[src/asu_pkg.sv]
// constants, carriers and helpers shared by the serial unit
package asu_pkg;
  localparam int NUM_CH = 3;
  localparam int NUM_GROUPS = 4;
  localparam int INV_CH = 2;
  localparam int REMAP_CH = 1;
  localparam int OVERSAMPLE = 16;
  localparam logic [3:0] SAMPLE_MID = 4'h7;
  localparam logic [3:0] SAMPLE_LAST = 4'(OVERSAMPLE - 1);
  // register map, channel i at i * 32
  localparam logic [4:0] OFF_MODE = 5'h00;
  localparam logic [4:0] OFF_CTRL = 5'h04;
  localparam logic [4:0] OFF_BAUD = 5'h08;
  localparam logic [4:0] OFF_TXBUF = 5'h0C;
  localparam logic [4:0] OFF_RXBUF = 5'h10;
  localparam logic [1:0] GLOBAL_SLOT = 2'h3;
  localparam logic [4:0] OFF_GLOBAL = 5'h00;
  // mode register fields
  localparam logic [2:0] MODE_DISABLED = 3'h0;
  localparam logic [2:0] MODE_ASYNC7 = 3'h4;
  localparam logic [2:0] MODE_ASYNC8 = 3'h5;
  localparam logic [2:0] MODE_ASYNC9 = 3'h6;
  localparam int MODE_CKSRC = 3;
  localparam int MODE_STOP2 = 4;
  localparam int MODE_PAREN = 5;
  localparam int MODE_PARODD = 6;
  localparam int MODE_POLINV = 7;
  localparam logic [7:0] MODE_WMASK = 8'h7F;
  localparam logic [7:0] MODE_WMASK_INV = 8'hFF;
  // control register fields
  localparam int CTRL_SRC = 0;
  localparam int CTRL_HSSEL = 2;
  localparam int CTRL_TXEPT = 3;
  localparam int CTRL_HSDIS = 4;
  localparam int CTRL_NCH = 5;
  localparam int CTRL_ORDER = 7;
  localparam int CTRL_TE = 8;
  localparam int CTRL_TI = 9;
  localparam int CTRL_RE = 10;
  localparam int CTRL_RI = 11;
  localparam int CTRL_DINV = 12;
  localparam logic [15:0] CTRL_WMASK = 16'h05B7;
  localparam logic [15:0] CTRL_WMASK_INV = 16'h15B7;
  localparam logic [15:0] CTRL_RST = 16'h0010;
  // receive buffer flags
  localparam int RX_OER = 12;
  localparam int RX_FER = 13;
  localparam int RX_PER = 14;
  localparam int RX_SUM = 15;
  // global register fields
  localparam int GL_SEPCTS = 0;
  localparam int GL_CKOUT = 1;
  localparam int GL_REMAP = 2;
  localparam logic [2:0] GL_WMASK = 3'h7;
  // baud count sources: f1, f8, f32, f2
  localparam logic [1:0] SRC_F1 = 2'h0;
  localparam logic [1:0] SRC_F8 = 2'h1;
  localparam logic [1:0] SRC_F32 = 2'h2;
  localparam logic [1:0] SRC_F2 = 2'h3;

  typedef struct packed {
    logic async;
    logic [3:0] nBits;
    logic stop2;
    logic parEn;
    logic parOdd;
    logic msbFirst;
  } asu_frame_t;

  typedef struct packed {
    logic tx;
    logic txOe;
    logic clk;
    logic clkOe;
    logic hs;
    logic hsOe;
    logic rxFree;
    logic clkFree;
    logic hsFree;
  } asu_pin_out_t;

  typedef struct packed {
    logic rx;
    logic clk;
    logic hs;
  } asu_pin_in_t;

  localparam asu_pin_out_t PINS_RELEASED = 9'h007;

  function automatic logic [3:0] asuDataBits(input logic [2:0] mode);
    unique case (mode)
      MODE_ASYNC7: return 4'h7;
      MODE_ASYNC8: return 4'h8;
      MODE_ASYNC9: return 4'h9;
      default: return 4'h0;
    endcase
  endfunction

  function automatic logic [8:0] asuMask(input logic [3:0] nBits);
    return 9'(({9'h000, 1'b1} << nBits) - 10'h001);
  endfunction

  function automatic logic [8:0] asuOrder(input logic [8:0] d,
                                          input asu_frame_t f);
    logic [8:0] r;
    r = d;
    if (f.msbFirst && f.nBits == 4'h8) begin
      for (int i = 0; i < 8; i++) begin
        r[i] = d[7 - i];
      end
    end
    return r;
  endfunction
endpackage

[src/asu_chan.sv]
// one channel: transmit shifter and oversampling receiver
`timescale 1ns/1ps
module asu_chan
  import asu_pkg::*;
(
  input wire logic clk_sys,
  input wire logic rst,
  input wire logic baudTick,
  input wire asu_frame_t frame,
  input wire logic txEn,
  input wire logic ctsOk,
  input wire logic txLoad,
  input wire logic [8:0] txData,
  input wire logic rxEn,
  input wire logic rxIn,
  input wire logic rxRead,
  output logic txLine,
  output logic txIdle,
  output logic txFull,
  output logic [8:0] rxData,
  output logic rxFull,
  output logic overrun,
  output logic frameErr,
  output logic parityErr
);
  typedef enum logic [2:0] {RX_IDLE, RX_START, RX_DATA, RX_PAR, RX_STOP}
    asu_rx_t;
  logic [3:0] txDiv_r, txLeft_r, rxDiv_r, rxIdx_r;
  logic [12:0] txSh_r;
  logic [8:0] txBuf_r, rxSh_r;
  logic txFull_r, rxPar_r, stopMore_r, stopBad_r;
  logic txBit, startTx, rxSample, rxDone, rxBad, rxPe;
  asu_rx_t rxSt_r;

  // start, data, parity, stop bits, first bit in position 0
  function automatic logic [16:0] txFrame(input logic [8:0] d,
                                          input asu_frame_t f);
    logic [12:0] v;
    logic [3:0] n;
    v = '1;
    v[0] = 1'b0;
    n = 4'h1;
    for (int i = 0; i < 9; i++) begin
      if (4'(i) < f.nBits) begin
        v[n] = d[i];
        n = n + 4'h1;
      end
    end
    if (f.parEn) begin
      v[n] = (^d) ^ f.parOdd;
      n = n + 4'h1;
    end
    n = n + (f.stop2 ? 4'h2 : 4'h1);
    return {n, v};
  endfunction

  assign txBit = baudTick && txDiv_r == SAMPLE_LAST;
  assign startTx = txBit && txLeft_r == 4'h0 && txFull_r && txEn && ctsOk;
  assign txLine = txSh_r[0];
  assign txIdle = txLeft_r == 4'h0;
  assign txFull = txFull_r;

  always_ff @(posedge clk_sys) begin
    if (rst || !frame.async) begin
      txDiv_r <= 4'h0;
    end else if (baudTick) begin
      txDiv_r <= txDiv_r + 4'h1;
    end
  end

  // leaving async mode empties the buffer and aborts the frame
  always_ff @(posedge clk_sys) begin
    if (rst || !frame.async) begin
      txFull_r <= 1'b0;
      txBuf_r <= 9'h000;
    end else if (txLoad) begin
      txFull_r <= 1'b1;
      txBuf_r <= txData & asuMask(frame.nBits);
    end else if (startTx) begin
      txFull_r <= 1'b0;
    end
  end

  // line rests high until the first frame starts
  always_ff @(posedge clk_sys) begin
    if (rst || !frame.async) begin
      txSh_r <= '1;
      txLeft_r <= 4'h0;
    end else if (startTx) begin
      {txLeft_r, txSh_r} <= txFrame(asuOrder(txBuf_r, frame), frame);
    end else if (txBit && txLeft_r != 4'h0) begin
      txSh_r <= {1'b1, txSh_r[12:1]};
      txLeft_r <= txLeft_r - 4'h1;
    end
  end

  assign rxSample = baudTick && rxDiv_r == SAMPLE_LAST;
  assign rxDone = rxSample && rxSt_r == RX_STOP && !stopMore_r;
  assign rxBad = stopBad_r || !rxIn;
  assign rxPe = frame.parEn &&
    (((^(rxSh_r & asuMask(frame.nBits))) ^ rxPar_r) != frame.parOdd);

  // dropping reception enable clears buffer state and flags
  always_ff @(posedge clk_sys) begin
    if (rst || !rxEn || !frame.async) begin
      rxSt_r <= RX_IDLE;
      rxDiv_r <= 4'h0;
      rxIdx_r <= 4'h0;
      rxSh_r <= 9'h000;
      rxPar_r <= 1'b0;
      stopMore_r <= 1'b0;
      stopBad_r <= 1'b0;
    end else if (baudTick) begin
      rxDiv_r <= rxDiv_r + 4'h1;
      unique case (rxSt_r)
        RX_IDLE: begin
          rxDiv_r <= 4'h0;
          if (!rxIn) rxSt_r <= RX_START;
        end
        RX_START: begin
          if (rxDiv_r == SAMPLE_MID) begin
            rxDiv_r <= 4'h0;
            rxIdx_r <= 4'h0;
            stopBad_r <= 1'b0;
            rxSt_r <= rxIn ? RX_IDLE : RX_DATA;
          end
        end
        RX_DATA: begin
          if (rxSample) begin
            rxSh_r[rxIdx_r] <= rxIn;
            rxIdx_r <= rxIdx_r + 4'h1;
            stopMore_r <= frame.stop2;
            if (rxIdx_r == frame.nBits - 4'h1) begin
              rxSt_r <= frame.parEn ? RX_PAR : RX_STOP;
            end
          end
        end
        RX_PAR: begin
          if (rxSample) begin
            rxPar_r <= rxIn;
            rxSt_r <= RX_STOP;
          end
        end
        RX_STOP: begin
          if (rxSample) begin
            stopBad_r <= rxBad;
            stopMore_r <= 1'b0;
            if (!stopMore_r) rxSt_r <= RX_IDLE;
          end
        end
      endcase
    end
  end

  // a completed frame outranks the read that clears the full flag
  always_ff @(posedge clk_sys) begin
    if (rst || !rxEn || !frame.async) begin
      rxFull <= 1'b0;
      rxData <= 9'h000;
      overrun <= 1'b0;
      frameErr <= 1'b0;
      parityErr <= 1'b0;
    end else if (rxDone && rxFull && !rxRead) begin
      overrun <= 1'b1;
    end else if (rxDone) begin
      rxFull <= 1'b1;
      rxData <= asuOrder(rxSh_r & asuMask(frame.nBits), frame);
      frameErr <= rxBad;
      parityErr <= rxPe;
    end else if (rxRead) begin
      rxFull <= 1'b0;
    end
  end
endmodule

[src/asu_top.sv]
// three-channel asynchronous serial unit with an AHB-Lite register slave
//
// Behaviour
// - frame length selects used buffer bits
// - transmit line high before first transfer
// - open-drain transmit line floats while idle
// - receive-only channel keeps transmit line high
// - transmit-only channel frees receive pin
// - clock source bit picks port or clock
// - handshake pin: port, CTS or RTS
// - second channel pin carries first channel CTS
// - remap moves second channel pins to alternate
// - bit rate is baud output over 16
// - reception enable off-on resets receive buffer
// - mode off, async, enable resets transmit
// - bit order applies to 8-bit frames only
// - third channel inverts written transmit data
// - third channel inverts read receive data
// - third channel inverts line polarity fully
// - split handshake disables second channel handshake
// - mode codes 100/101/110 pick 7/8/9 bits
// - error sum flags any receive error
// - missing stop bit flags framing error
//
// Added by the designer: the placing of the registers and the AHB-Lite interface to the registers.
`timescale 1ns/1ps
module asu_top
  import asu_pkg::*;
#(
  parameter int BAUD_WIDTH = 8
)(
  input wire logic clk_sys,
  input wire logic rst,
  input wire logic hsel,
  input wire logic [31:0] haddr,
  input wire logic [1:0] htrans,
  input wire logic hwrite,
  input wire logic [2:0] hsize,
  input wire logic [31:0] hwdata,
  input wire logic hready,
  output logic hreadyout,
  output logic hresp,
  output logic [31:0] hrdata,
  input wire asu_pin_in_t [NUM_GROUPS-1:0] pinIn,
  output asu_pin_out_t [NUM_GROUPS-1:0] pinOut
);
  logic [7:0] modeReg_r [NUM_CH];
  logic [15:0] ctrlReg_r [NUM_CH];
  logic [BAUD_WIDTH-1:0] baudReg_r [NUM_CH];
  logic [BAUD_WIDTH-1:0] baudCnt_r [NUM_CH];
  logic [2:0] globalReg_r;
  logic [4:0] preCnt_r;
  logic [NUM_CH-1:0] clkPrev_r;
  logic wrPend_r;
  logic [7:0] wrAddr_r;
  logic [31:0] hrdata_r;

  asu_frame_t frame [NUM_CH];
  asu_pin_out_t chOut [NUM_CH];
  asu_pin_in_t chIn [NUM_CH];
  logic [NUM_CH-1:0] baudTick, srcTick, txLoad, rxRead, ctsOk;
  logic [NUM_CH-1:0] ctsEn, rtsEn, polInv, dataInv;
  logic [NUM_CH-1:0] txLine, txIdle, txFull, rxFull;
  logic [NUM_CH-1:0] overrun, frameErr, parityErr;
  logic [8:0] rxData [NUM_CH];
  logic [8:0] txWord [NUM_CH];
  logic [3:0] preTick;
  logic addrOk, rdReq, splitActive;
  logic [31:0] rdVal;

  function automatic logic [1:0] slotOf(input logic [7:0] a);
    return a[6:5];
  endfunction

  function automatic logic [4:0] regOf(input logic [7:0] a);
    return a[4:0];
  endfunction

  // ---------------- bus slave ----------------
  // a read right behind a write waits one cycle so it sees the new value
  assign rdReq = hsel && htrans[1] && !hwrite;
  assign hreadyout = !(wrPend_r && rdReq);
  assign addrOk = hsel && htrans[1] && hready;
  assign hresp = 1'b0;
  assign hrdata = hrdata_r;

  always_ff @(posedge clk_sys) begin
    if (rst) begin
      wrPend_r <= 1'b0;
      wrAddr_r <= 8'h00;
    end else begin
      wrPend_r <= addrOk && hwrite;
      if (addrOk && hwrite) wrAddr_r <= haddr[7:0];
    end
  end

  always_comb begin
    rdVal = 32'h0000_0000;
    if (slotOf(haddr[7:0]) == GLOBAL_SLOT) begin
      if (regOf(haddr[7:0]) == OFF_GLOBAL) rdVal[2:0] = globalReg_r;
    end else begin
      for (int c = 0; c < NUM_CH; c++) begin
        if (slotOf(haddr[7:0]) == 2'(c)) begin
          unique case (regOf(haddr[7:0]))
            OFF_MODE: rdVal[7:0] = modeReg_r[c];
            OFF_CTRL: begin
              rdVal[15:0] = ctrlReg_r[c];
              rdVal[CTRL_TXEPT] = txIdle[c];
              rdVal[CTRL_TI] = !txFull[c];
              rdVal[CTRL_RI] = rxFull[c];
            end
            OFF_BAUD: rdVal[BAUD_WIDTH-1:0] = baudReg_r[c];
            OFF_RXBUF: begin
              rdVal[8:0] = dataInv[c] ?
                (~rxData[c] & asuMask(frame[c].nBits)) : rxData[c];
              rdVal[RX_OER] = overrun[c];
              rdVal[RX_FER] = frameErr[c];
              rdVal[RX_PER] = parityErr[c];
              rdVal[RX_SUM] = overrun[c] || frameErr[c] || parityErr[c];
            end
            default: rdVal = 32'h0000_0000;
          endcase
        end
      end
    end
  end

  always_ff @(posedge clk_sys) begin
    if (rst) begin
      hrdata_r <= 32'h0000_0000;
    end else if (addrOk && !hwrite) begin
      hrdata_r <= rdVal;
    end
  end

  always_ff @(posedge clk_sys) begin
    if (rst) begin
      globalReg_r <= 3'h0;
    end else if (wrPend_r && slotOf(wrAddr_r) == GLOBAL_SLOT &&
                 regOf(wrAddr_r) == OFF_GLOBAL) begin
      globalReg_r <= hwdata[2:0] & GL_WMASK;
    end
  end

  // ---------------- count source prescaler ----------------
  always_ff @(posedge clk_sys) begin
    if (rst) begin
      preCnt_r <= 5'h00;
    end else begin
      preCnt_r <= preCnt_r + 5'h01;
    end
  end

  always_comb begin
    preTick = 4'h0;
    preTick[SRC_F1] = 1'b1;
    preTick[SRC_F8] = preCnt_r[2:0] == 3'h7;
    preTick[SRC_F32] = preCnt_r == 5'h1F;
    preTick[SRC_F2] = preCnt_r[0];
  end

  // ---------------- handshake sharing ----------------
  // the split path needs RTS on the first channel and no clock output
  assign splitActive = globalReg_r[GL_SEPCTS] && !globalReg_r[GL_CKOUT] &&
    rtsEn[0];

  // ---------------- per channel ----------------
  for (genvar c = 0; c < NUM_CH; c++) begin : g_ch
    localparam logic [7:0] MW = (c == INV_CH) ? MODE_WMASK_INV : MODE_WMASK;
    localparam logic [15:0] CW = (c == INV_CH) ? CTRL_WMASK_INV : CTRL_WMASK;
    logic wrHere;

    assign wrHere = wrPend_r && slotOf(wrAddr_r) == 2'(c);

    always_ff @(posedge clk_sys) begin
      if (rst) begin
        modeReg_r[c] <= 8'h00;
        ctrlReg_r[c] <= CTRL_RST;
        baudReg_r[c] <= '0;
      end else if (wrHere) begin
        if (regOf(wrAddr_r) == OFF_MODE) modeReg_r[c] <= hwdata[7:0] & MW;
        if (regOf(wrAddr_r) == OFF_CTRL) ctrlReg_r[c] <= hwdata[15:0] & CW;
        if (regOf(wrAddr_r) == OFF_BAUD) begin
          baudReg_r[c] <= hwdata[BAUD_WIDTH-1:0];
        end
      end
    end

    assign txLoad[c] = wrHere && regOf(wrAddr_r) == OFF_TXBUF;
    assign rxRead[c] = addrOk && !hwrite && slotOf(haddr[7:0]) == 2'(c) &&
      regOf(haddr[7:0]) == OFF_RXBUF;
    assign polInv[c] = modeReg_r[c][MODE_POLINV];
    assign dataInv[c] = ctrlReg_r[c][CTRL_DINV];
    assign txWord[c] = dataInv[c] ? ~hwdata[8:0] : hwdata[8:0];

    always_comb begin
      frame[c].nBits = asuDataBits(modeReg_r[c][2:0]);
      frame[c].async = frame[c].nBits != 4'h0;
      frame[c].stop2 = modeReg_r[c][MODE_STOP2];
      frame[c].parEn = modeReg_r[c][MODE_PAREN];
      frame[c].parOdd = modeReg_r[c][MODE_PARODD];
      frame[c].msbFirst = ctrlReg_r[c][CTRL_ORDER];
    end

    // external edges replace the prescaler when the pin is the clock
    always_ff @(posedge clk_sys) begin
      if (rst) begin
        clkPrev_r[c] <= 1'b0;
      end else begin
        clkPrev_r[c] <= chIn[c].clk;
      end
    end

    assign srcTick[c] = modeReg_r[c][MODE_CKSRC] ?
      (chIn[c].clk && !clkPrev_r[c]) :
      preTick[ctrlReg_r[c][CTRL_SRC+:2]];

    always_ff @(posedge clk_sys) begin
      if (rst || !frame[c].async) begin
        baudCnt_r[c] <= '0;
      end else if (srcTick[c]) begin
        baudCnt_r[c] <= (baudCnt_r[c] == '0) ? baudReg_r[c] :
          baudCnt_r[c] - 1'b1;
      end
    end
    assign baudTick[c] = srcTick[c] && baudCnt_r[c] == '0;

    // second channel yields its handshake to the split path
    if (c == REMAP_CH) begin : g_shared
      assign ctsEn[c] = !ctrlReg_r[c][CTRL_HSDIS] &&
        !ctrlReg_r[c][CTRL_HSSEL] && !splitActive;
      assign rtsEn[c] = !ctrlReg_r[c][CTRL_HSDIS] &&
        ctrlReg_r[c][CTRL_HSSEL] && !splitActive;
    end else begin : g_own
      assign ctsEn[c] = !ctrlReg_r[c][CTRL_HSDIS] &&
        !ctrlReg_r[c][CTRL_HSSEL];
      assign rtsEn[c] = !ctrlReg_r[c][CTRL_HSDIS] &&
        ctrlReg_r[c][CTRL_HSSEL];
    end

    // clear-to-send is active low; split takes it from the shared pin
    if (c == 0) begin : g_cts0
      assign ctsOk[c] = splitActive ? !chIn[REMAP_CH].hs :
        (!ctsEn[c] || !chIn[c].hs);
    end else begin : g_ctsn
      assign ctsOk[c] = !ctsEn[c] || !chIn[c].hs;
    end

    asu_chan u_chan (
      .clk_sys(clk_sys),
      .rst(rst),
      .baudTick(baudTick[c]),
      .frame(frame[c]),
      .txEn(ctrlReg_r[c][CTRL_TE]),
      .ctsOk(ctsOk[c]),
      .txLoad(txLoad[c]),
      .txData(txWord[c]),
      .rxEn(ctrlReg_r[c][CTRL_RE]),
      .rxIn(chIn[c].rx ^ polInv[c]),
      .rxRead(rxRead[c]),
      .txLine(txLine[c]),
      .txIdle(txIdle[c]),
      .txFull(txFull[c]),
      .rxData(rxData[c]),
      .rxFull(rxFull[c]),
      .overrun(overrun[c]),
      .frameErr(frameErr[c]),
      .parityErr(parityErr[c])
    );

    always_comb begin
      chOut[c] = PINS_RELEASED;
      if (frame[c].async) begin
        if (ctrlReg_r[c][CTRL_NCH]) begin
          chOut[c].tx = 1'b0;
          chOut[c].txOe = !(txLine[c] ^ polInv[c]);
        end else begin
          chOut[c].tx = txLine[c] ^ polInv[c];
          chOut[c].txOe = 1'b1;
        end
        chOut[c].rxFree = !ctrlReg_r[c][CTRL_RE];
        chOut[c].clkFree = !modeReg_r[c][MODE_CKSRC];
        // request-to-send is low while the receiver can take a word
        chOut[c].hs = !(ctrlReg_r[c][CTRL_RE] && !rxFull[c]);
        chOut[c].hsOe = rtsEn[c];
        chOut[c].hsFree = !ctsEn[c] && !rtsEn[c] &&
          !(c == REMAP_CH && splitActive);
      end
    end
  end

  // ---------------- pin groups ----------------
  // group 3 is the alternate set of the second channel
  assign pinOut[0] = chOut[0];
  assign pinOut[2] = chOut[2];
  assign pinOut[1] = globalReg_r[GL_REMAP] ? PINS_RELEASED :
    chOut[REMAP_CH];
  assign pinOut[3] = globalReg_r[GL_REMAP] ? chOut[REMAP_CH] :
    PINS_RELEASED;
  assign chIn[0] = pinIn[0];
  assign chIn[2] = pinIn[2];
  assign chIn[REMAP_CH] = globalReg_r[GL_REMAP] ? pinIn[3] : pinIn[1];
endmodule

[config.mk]
export PLATFORM = sky130hd
export DESIGN_NAME = asu_top
export DESIGN_NICKNAME = d
export VERILOG_FILES = /design/src/asu_pkg.sv /design/src/asu_chan.sv /design/src/asu_top.sv
export SDC_FILE = /design/constraint.sdc
export NUM_CORES = 1
export LEC_CHECK = 0
export BUFFER_PORTS_ARGS = -buffer_cell sky130_fd_sc_hd__buf_2
export CAP_MARGIN = 20
export CORE_MARGIN = 3
export CORE_UTILIZATION = 55
export CTS_CLUSTER_DIAMETER = 60
export DETAILED_ROUTE_END_ITERATION = 12
export HOLD_SLACK_MARGIN = 0.03
export PLACE_DENSITY = 0.78
export SLEW_MARGIN = 20
export SYNTH_ARGS = -nofsm -noshare
export SYNTH_HDL_FRONTEND = slang
export SYNTH_SLANG_ARGS = --single-unit
[constraint.sdc]
create_clock -name clk_sys -period 9.5 [get_ports clk_sys]
set_input_delay 1.9 -clock clk_sys [delete_from_list [all_inputs] [get_ports clk_sys]]
set_output_delay 1.9 -clock clk_sys [all_outputs]
set_load 0.005 [all_outputs]
-- Yosys cells after proc, flatten, opt, wreduce, memory -nomap -nowiden
Memories as Yosys holds them, arrays and structs flattened.
Cells that the tools add are included.
- bits in registers: 252
- bits in latches: 0
- RAM bits: 99
- memory bits (read-only): 0
- output and inout bits: 70
- memories: 4
- memory list (name ; depth ; width ; rd ports ; clocked after Yosys merged registers in ; wr ports ; line ; RTL):
    ctrlReg_r ; 3 ; 9 ; 3 ; 0 ; 3 ; asu_top.sv:48 ; logic [15:0] ctrlReg_r [NUM_CH];
    baudCnt_r ; 3 ; 8 ; 3 ; 0 ; 3 ; asu_top.sv:50 ; logic [BAUD_WIDTH-1:0] baudCnt_r [NUM_CH];
    baudReg_r ; 3 ; 8 ; 3 ; 0 ; 3 ; asu_top.sv:49 ; logic [BAUD_WIDTH-1:0] baudReg_r [NUM_CH];
    modeReg_r ; 3 ; 8 ; 3 ; 0 ; 3 ; asu_top.sv:47 ; logic [7:0] modeReg_r [NUM_CH];
- $add $sub $neg: 52
- multiply operators: 0
- div/mod/pow operators: 0
- magnitude comparators: 90
- equality and inequality tests: 74
- shift operators: 3
- mux-type cells: 479
- bitwise operators: 40
- reduce and logical (&&, ||, !) cells: 255
- operators with widths (operator ; count):
    13-bit two-way mux ; 81
    4-bit two-way mux ; 102
    13-bit bitwise mux ; 27
    8-bit two-way mux ; 24
    4-bit by 5-bit < comparator with 1-bit output (second input constant) ; 30
    4-bit by 1-bit adder with 4-bit output (second input constant) ; 36
    1-bit demux with 4-bit select ; 30
    4-bit by 1-bit greater-or-equal comparator with 1-bit output (second input constant) ; 30
    1-bit two-way mux ; 117
    1-bit logical AND ; 112
    9-bit two-way mux ; 11
    8-bit case mux with 4 select lines ; 3
    3-bit two-way mux ; 28
    9-bit bitwise AND ; 9
    32-bit two-way mux ; 2
    4-bit case mux with 3 select lines ; 5
    4-bit case mux with 2 select lines ; 7
    9-bit parity ; 6
    1-bit zero test ; 52
    3-bit by 4-bit < comparator with 1-bit output (first input constant) ; 12
    16-bit two-way mux ; 3
    3-bit case mux with 5 select lines ; 3
    3-bit equality test (second input constant) ; 13
    4-bit equality test (second input constant) ; 9
    49 further kinds ; 241

-- Depth between registers and ports, before layout
- depth after elaboration: 51
- gate-level depth with buffers: 12

-- Modules after synthesis
From an unflattened synthesis, not the netlist that was laid out.
- cells, all modules: 3517
- area, all modules: 27944.3 µm²
- modules (own cells, without submodules) (module ; times used ; cells each ; area an instance (µm²)):
    asu_chan (g_ch[0].u_chan ...) ; 2 ; 919 ; 6844.1
    asu_top ; 1 ; 793 ; 7754.9
    asu_chan (g_ch[2].u_chan) ; 1 ; 886 ; 6501.2

-- Worst setup path before layout
No wires, ideal clock.
- kind: input-to-reg
- start: input port haddr[0]
- end: register g_ch[0].u_chan.rxData[0]
- library setup time: 0.128 ns
- data arrival time: 4.147 ns
- required time: 9.372 ns
- setup slack: 5.225 ns
- stages on the path: 7
- buffers on the path: 1
- cells stage by stage: or4_1 > nor2_1 > a31oi_1 > nor4_1 > buf_2 > mux2i_1 > nor2_1
- word-level cells in the longest chain between the ends: 6
- RTL lines (item ; line ; RTL):
    from (decl) ; asu_top.sv:35 ; input wire logic [31:0] haddr,
    5-bit equality test ; asu_top.sv:191 ; regOf(haddr[7:0]) == OFF_RXBUF;
    1-bit logical AND ; asu_top.sv:190 ; assign rxRead[c] = addrOk && !hwrite && slotOf(haddr[7:0]) == 2'(c) &&
    1-bit zero test ; asu_chan.sv:163 ; end else if (rxDone && rxFull && !rxRead) begin
    1-bit logical AND ; asu_chan.sv:163 ;
    1-bit inverter (no line) ; - ;
    2-bit AND reduction (no line) ; - ;
    to (signal assigned) ; asu_chan.sv:167 ; rxData <= asuOrder(rxSh_r & asuMask(frame.nBits), frame);
    to (decl) ; asu_chan.sv:20 ; output logic [8:0] rxData,
No other way between the ends.
A chain may end at the register's enable or synchronous reset.

==> results.sh <==
export IMPL_wl_per_cell_um=20.3
export IMPL_power_density_nw_per_um2=155
export IMPL_nNetsFinal=2323
export IMPL_holdPathStages=2
export IMPL_ioPinCount=156
export IMPL_cts_root_to_sink_buffers=3
export IMPL_cp_required_ns=7.60
export IMPL_met3_usage_pct=6.27
export IMPL_reg2reg_depth=9
export IMPL_post_route_min_period_ns=4.56
export IMPL_crit_path_frequent_cell="inv_1"
export IMPL_dp_hpwl_um=38600
export IMPL_mappedNetlistArea_um2=18700
export IMPL_drv_cap=0
export IMPL_numPortBuffers=80
export IMPL_yosysMostFrequentCell="dfxtp_1"
export IMPL_grt_antenna_before_repair=1
export IMPL_initial_core_util_pct=56.6
export IMPL_worstMarginPinSlew_ns=1.08
export IMPL_ys_types=81
export IMPL_overflow=0
export IMPL_grt_busiest_layer="met2"
export IMPL_yosys_register_bits=331
export IMPL_core_um2=33000
export IMPL_num_vias=16800
export IMPL_cts_hold_repair_buffers=0
export IMPL_dp_cells=2593
export IMPL_path_cells="inv_1 -> a21oi_1 -> inv_1 -> or2_2 -> nor2_1 -> buf_2"
export IMPL_die_area_um2=36200
export IMPL_period_share_pct=48.0
export IMPL_ys_top_cells_by_area="dfxtp_1 (25%), edfxtp_1 (15%), a21oi_1 (4.9%)"
export IMPL_gr_usage_met2_pct=46.5
export IMPL_arrival_ns=2.66
export IMPL_clkSinkCount=331
export IMPL_layout_drive_gt1_share_pct=9.01
export IMPL_dp_slack_ns=4.81
export IMPL_drtIter0Drc=1669
export IMPL_slew_headroom_pct=28.0
export IMPL_min_from="hrdata[15]$_SDFFE_PP0P_"
export IMPL_final_hold_viol_count=0
export IMPL_synth_top_cell_area_share_pct=25.3
export IMPL_clock_latency_ns=0.54
export IMPL_post_cts_buffers=0
export IMPL_crit_path_max_fanout=16
export IMPL_cts_resized=0
export IMPL_final_util_pct=61.8
export IMPL_num_rows=66
export IMPL_grt_max_degree=54
export IMPL_fin_skew_ns=0.0214
export IMPL_tritoncts="yes"
export IMPL_drc=0
export IMPL_fmax_mhz=219
export IMPL_setup_tns_ns=0
export IMPL_chipHeight_um=190
export IMPL_firstDrtPassIters=5
export IMPL_setup_slack_ns=4.94
export IMPL_grt_pass1_vias=15500
export IMPL_synth_top_cell_by_area="dfxtp_1"
export IMPL_timing_rr_start="preCnt_r[0]$_SDFF_PP0_"
export IMPL_grt_usage_pct=29.2
export IMPL_wirelength_um=54000
export IMPL_whs_endpoint="hrdata[15]$_SDFFE_PP0P_"
export IMPL_synth_edf_count=95
export IMPL_async_reset_ff_share_pct=0
export IMPL_place_gp_congestion=0.954
export IMPL_cp_slowest_cell="edfxtp_1"
export IMPL_drtAntennaViolNets=0
export IMPL_finalPower_mw=3.16
export IMPL_final_cells=2662
export IMPL_place_area_um2=19200
export IMPL_grtUsageMet1_pct=40.5
export IMPL_outcome="finished, final reports clean"
export IMPL_yosys_top_cells_count="dfxtp_1 (236), nand2_1 (232), nor2_1 (218), a21oi_1 (184), clkbuf_1 (112)"
export IMPL_htreeDepth=2
export IMPL_p_leak_nw=7.07
export IMPL_syn_instance_count=2184
export IMPL_reg2reg_to="g_ch[0].u_chan.txLeft_r[3]$_SDFFE_PP0P_"
export IMPL_drv_slew=0
export IMPL_vias_per_cell=6.31
export IMPL_rsz0062_at_grt="no"
export IMPL_end_kind="primary output"
export IMPL_ir_drop_mv=0.117
export IMPL_finalSetupViolCount=0
export IMPL_clk_pin_slew_ns=0.06
export IMPL_die_w_um=190
export IMPL_synth_warnings=0
export IMPL_synth_top_flop_cell="dfxtp_1"
export IMPL_max_stage_delay_ns=0.70
export IMPL_fill_cells=2807
export IMPL_crit_path_start_kind="register"
export IMPL_diodes=0
export IMPL_hold_path_class="register to register"
export IMPL_cts_root_buf="clkbuf_16"
export IMPL_r2r_slack_ns=5.24
export IMPL_final_area_um2=20400
export IMPL_grt_pass1_wl_um=85200
export IMPL_syn_area_per_cell_um2=8.55
export IMPL_cts_inserted_buffers=37
export IMPL_hold_worst_slack_ns=0.450
export IMPL_ys_seq_area_share_pct=40.6
export IMPL_area_delta_synth_final_pct=9.19
export IMPL_path_class="register to primary output"
[worst max-delay path by stage]
stage / from / endpoint / slack, ns
2_1_floorplan: haddr[0] / g_ch[0].u_chan.rxData[0]$_SDFFE_PP0P_ / 5.23
4_1_cts: modeReg_r[1][2]$_SDFFCE_PN0P_ / pinOut[17] / 5.00
3_5_place_dp: pinIn[1] / g_ch[0].u_chan.txLeft_r[3]$_SDFFE_PP0P_ / 4.81
6_report: modeReg_r[1][2]$_SDFFCE_PN0P_ / pinOut[17] / 4.94
3_3_place_gp: pinIn[1] / g_ch[0].u_chan.txLeft_r[3]$_SDFFE_PP0P_ / 4.92
5_1_grt: modeReg_r[1][2]$_SDFFCE_PN0P_ / pinOut[17] / 4.79
[kinds of logic after synthesis]
family                   count (synthesis)  synth area share [%]
XOR/XNOR                               100                  5.21
other                                    1                0.0201
AND/OR/NAND/NOR                        873                  23.4
buffers and inverters                  214                  4.88
AO/OA/AOI/OAI                          551                  19.0
adder cells (fa/ha/maj)                 46                  3.20
flip-flops                             331                  40.6
multiplexers                            68                  3.78
[per-layer routing]
metal  vias to the layer above  wire length, um
met5                         -               14
met4                         2             1420
met3                       107             5360
met2                       836            24700
met1                      7993            22600
li1                       7865                -
[flip-flops by register name (all words and copies together), names as in the netlist, 16 cells and up]
| signal | flops |
|---|---|
| baudReg_r | 24 |
| g_ch.u_chan.txSh_r | 39 |
| g_ch.u_chan.txBuf_r | 27 |
| g_ch.u_chan.rxSh_r | 27 |
| ctrlReg_r | 25 |
| hrdata | 16 |
| g_ch.u_chan.rxData | 27 |
| baudCnt_r | 24 |
| modeReg_r | 22 |
[report_power, final]
part	internal [mW]	switching, mW	total (mW)
Sequential	1.47	0.0316	1.50
Clock	0.829	0.590	1.42
Combinational	0.0755	0.162	0.238
[cell type report]
cell class | instances | area (um2) | share of cell area, %
clock inverters | 18 | 140 | 0.687
flip-flops and latches | 331 | 7580 | 37.1
clock buffers | 50 | 1050 | 5.13
repair buffers | 98 | 543 | 2.66
well taps | 442 | 553 | 2.71
inverters | 60 | 225 | 1.10
multi-input cells | 1663 | 10300 | 50.6
[cells in the final DEF, fill, tap and decap left out, drive strengths merged, types with 10 or more instances in the layout]
cell	netlist	final
nor4	22	22
inv	60	61
or2	15	15
o21ai	103	103
a22oi	25	25
xnor2	59	59
nand4	13	13
a221o	15	15
a21oi	184	184
or3	24	24
xor2	34	34
nor2b	29	29
nand2b	29	29
nand2	232	232
nor3	58	58
o211ai	12	12
a211oi	44	44
mux2i	57	57
clkbuf	113	50
o31ai	10	10
a31oi	20	20
nand3	72	72
nand3b	16	16
mux2	10	10
edfxtp	95	95
nor2	218	218
dfxtp	236	236
clkinv	0	14
nor3b	10	10
and2	79	79
a311oi	24	24
conb	1	25
buf	41	98
or4	18	18
a221oi	14	14
o22ai	17	17
ha	43	43
[worst max-delay path, delay by kind of cell (launching register included)]
family / cells / cell delay [ns]
buffers and inverters: 3 / 0.66
DFF: 1 / 0.70
AOI/OAI and AO/OA: 1 / 0.22
and+or+nand+nor: 2 / 0.55
Power figures use the tool's default switching activity.
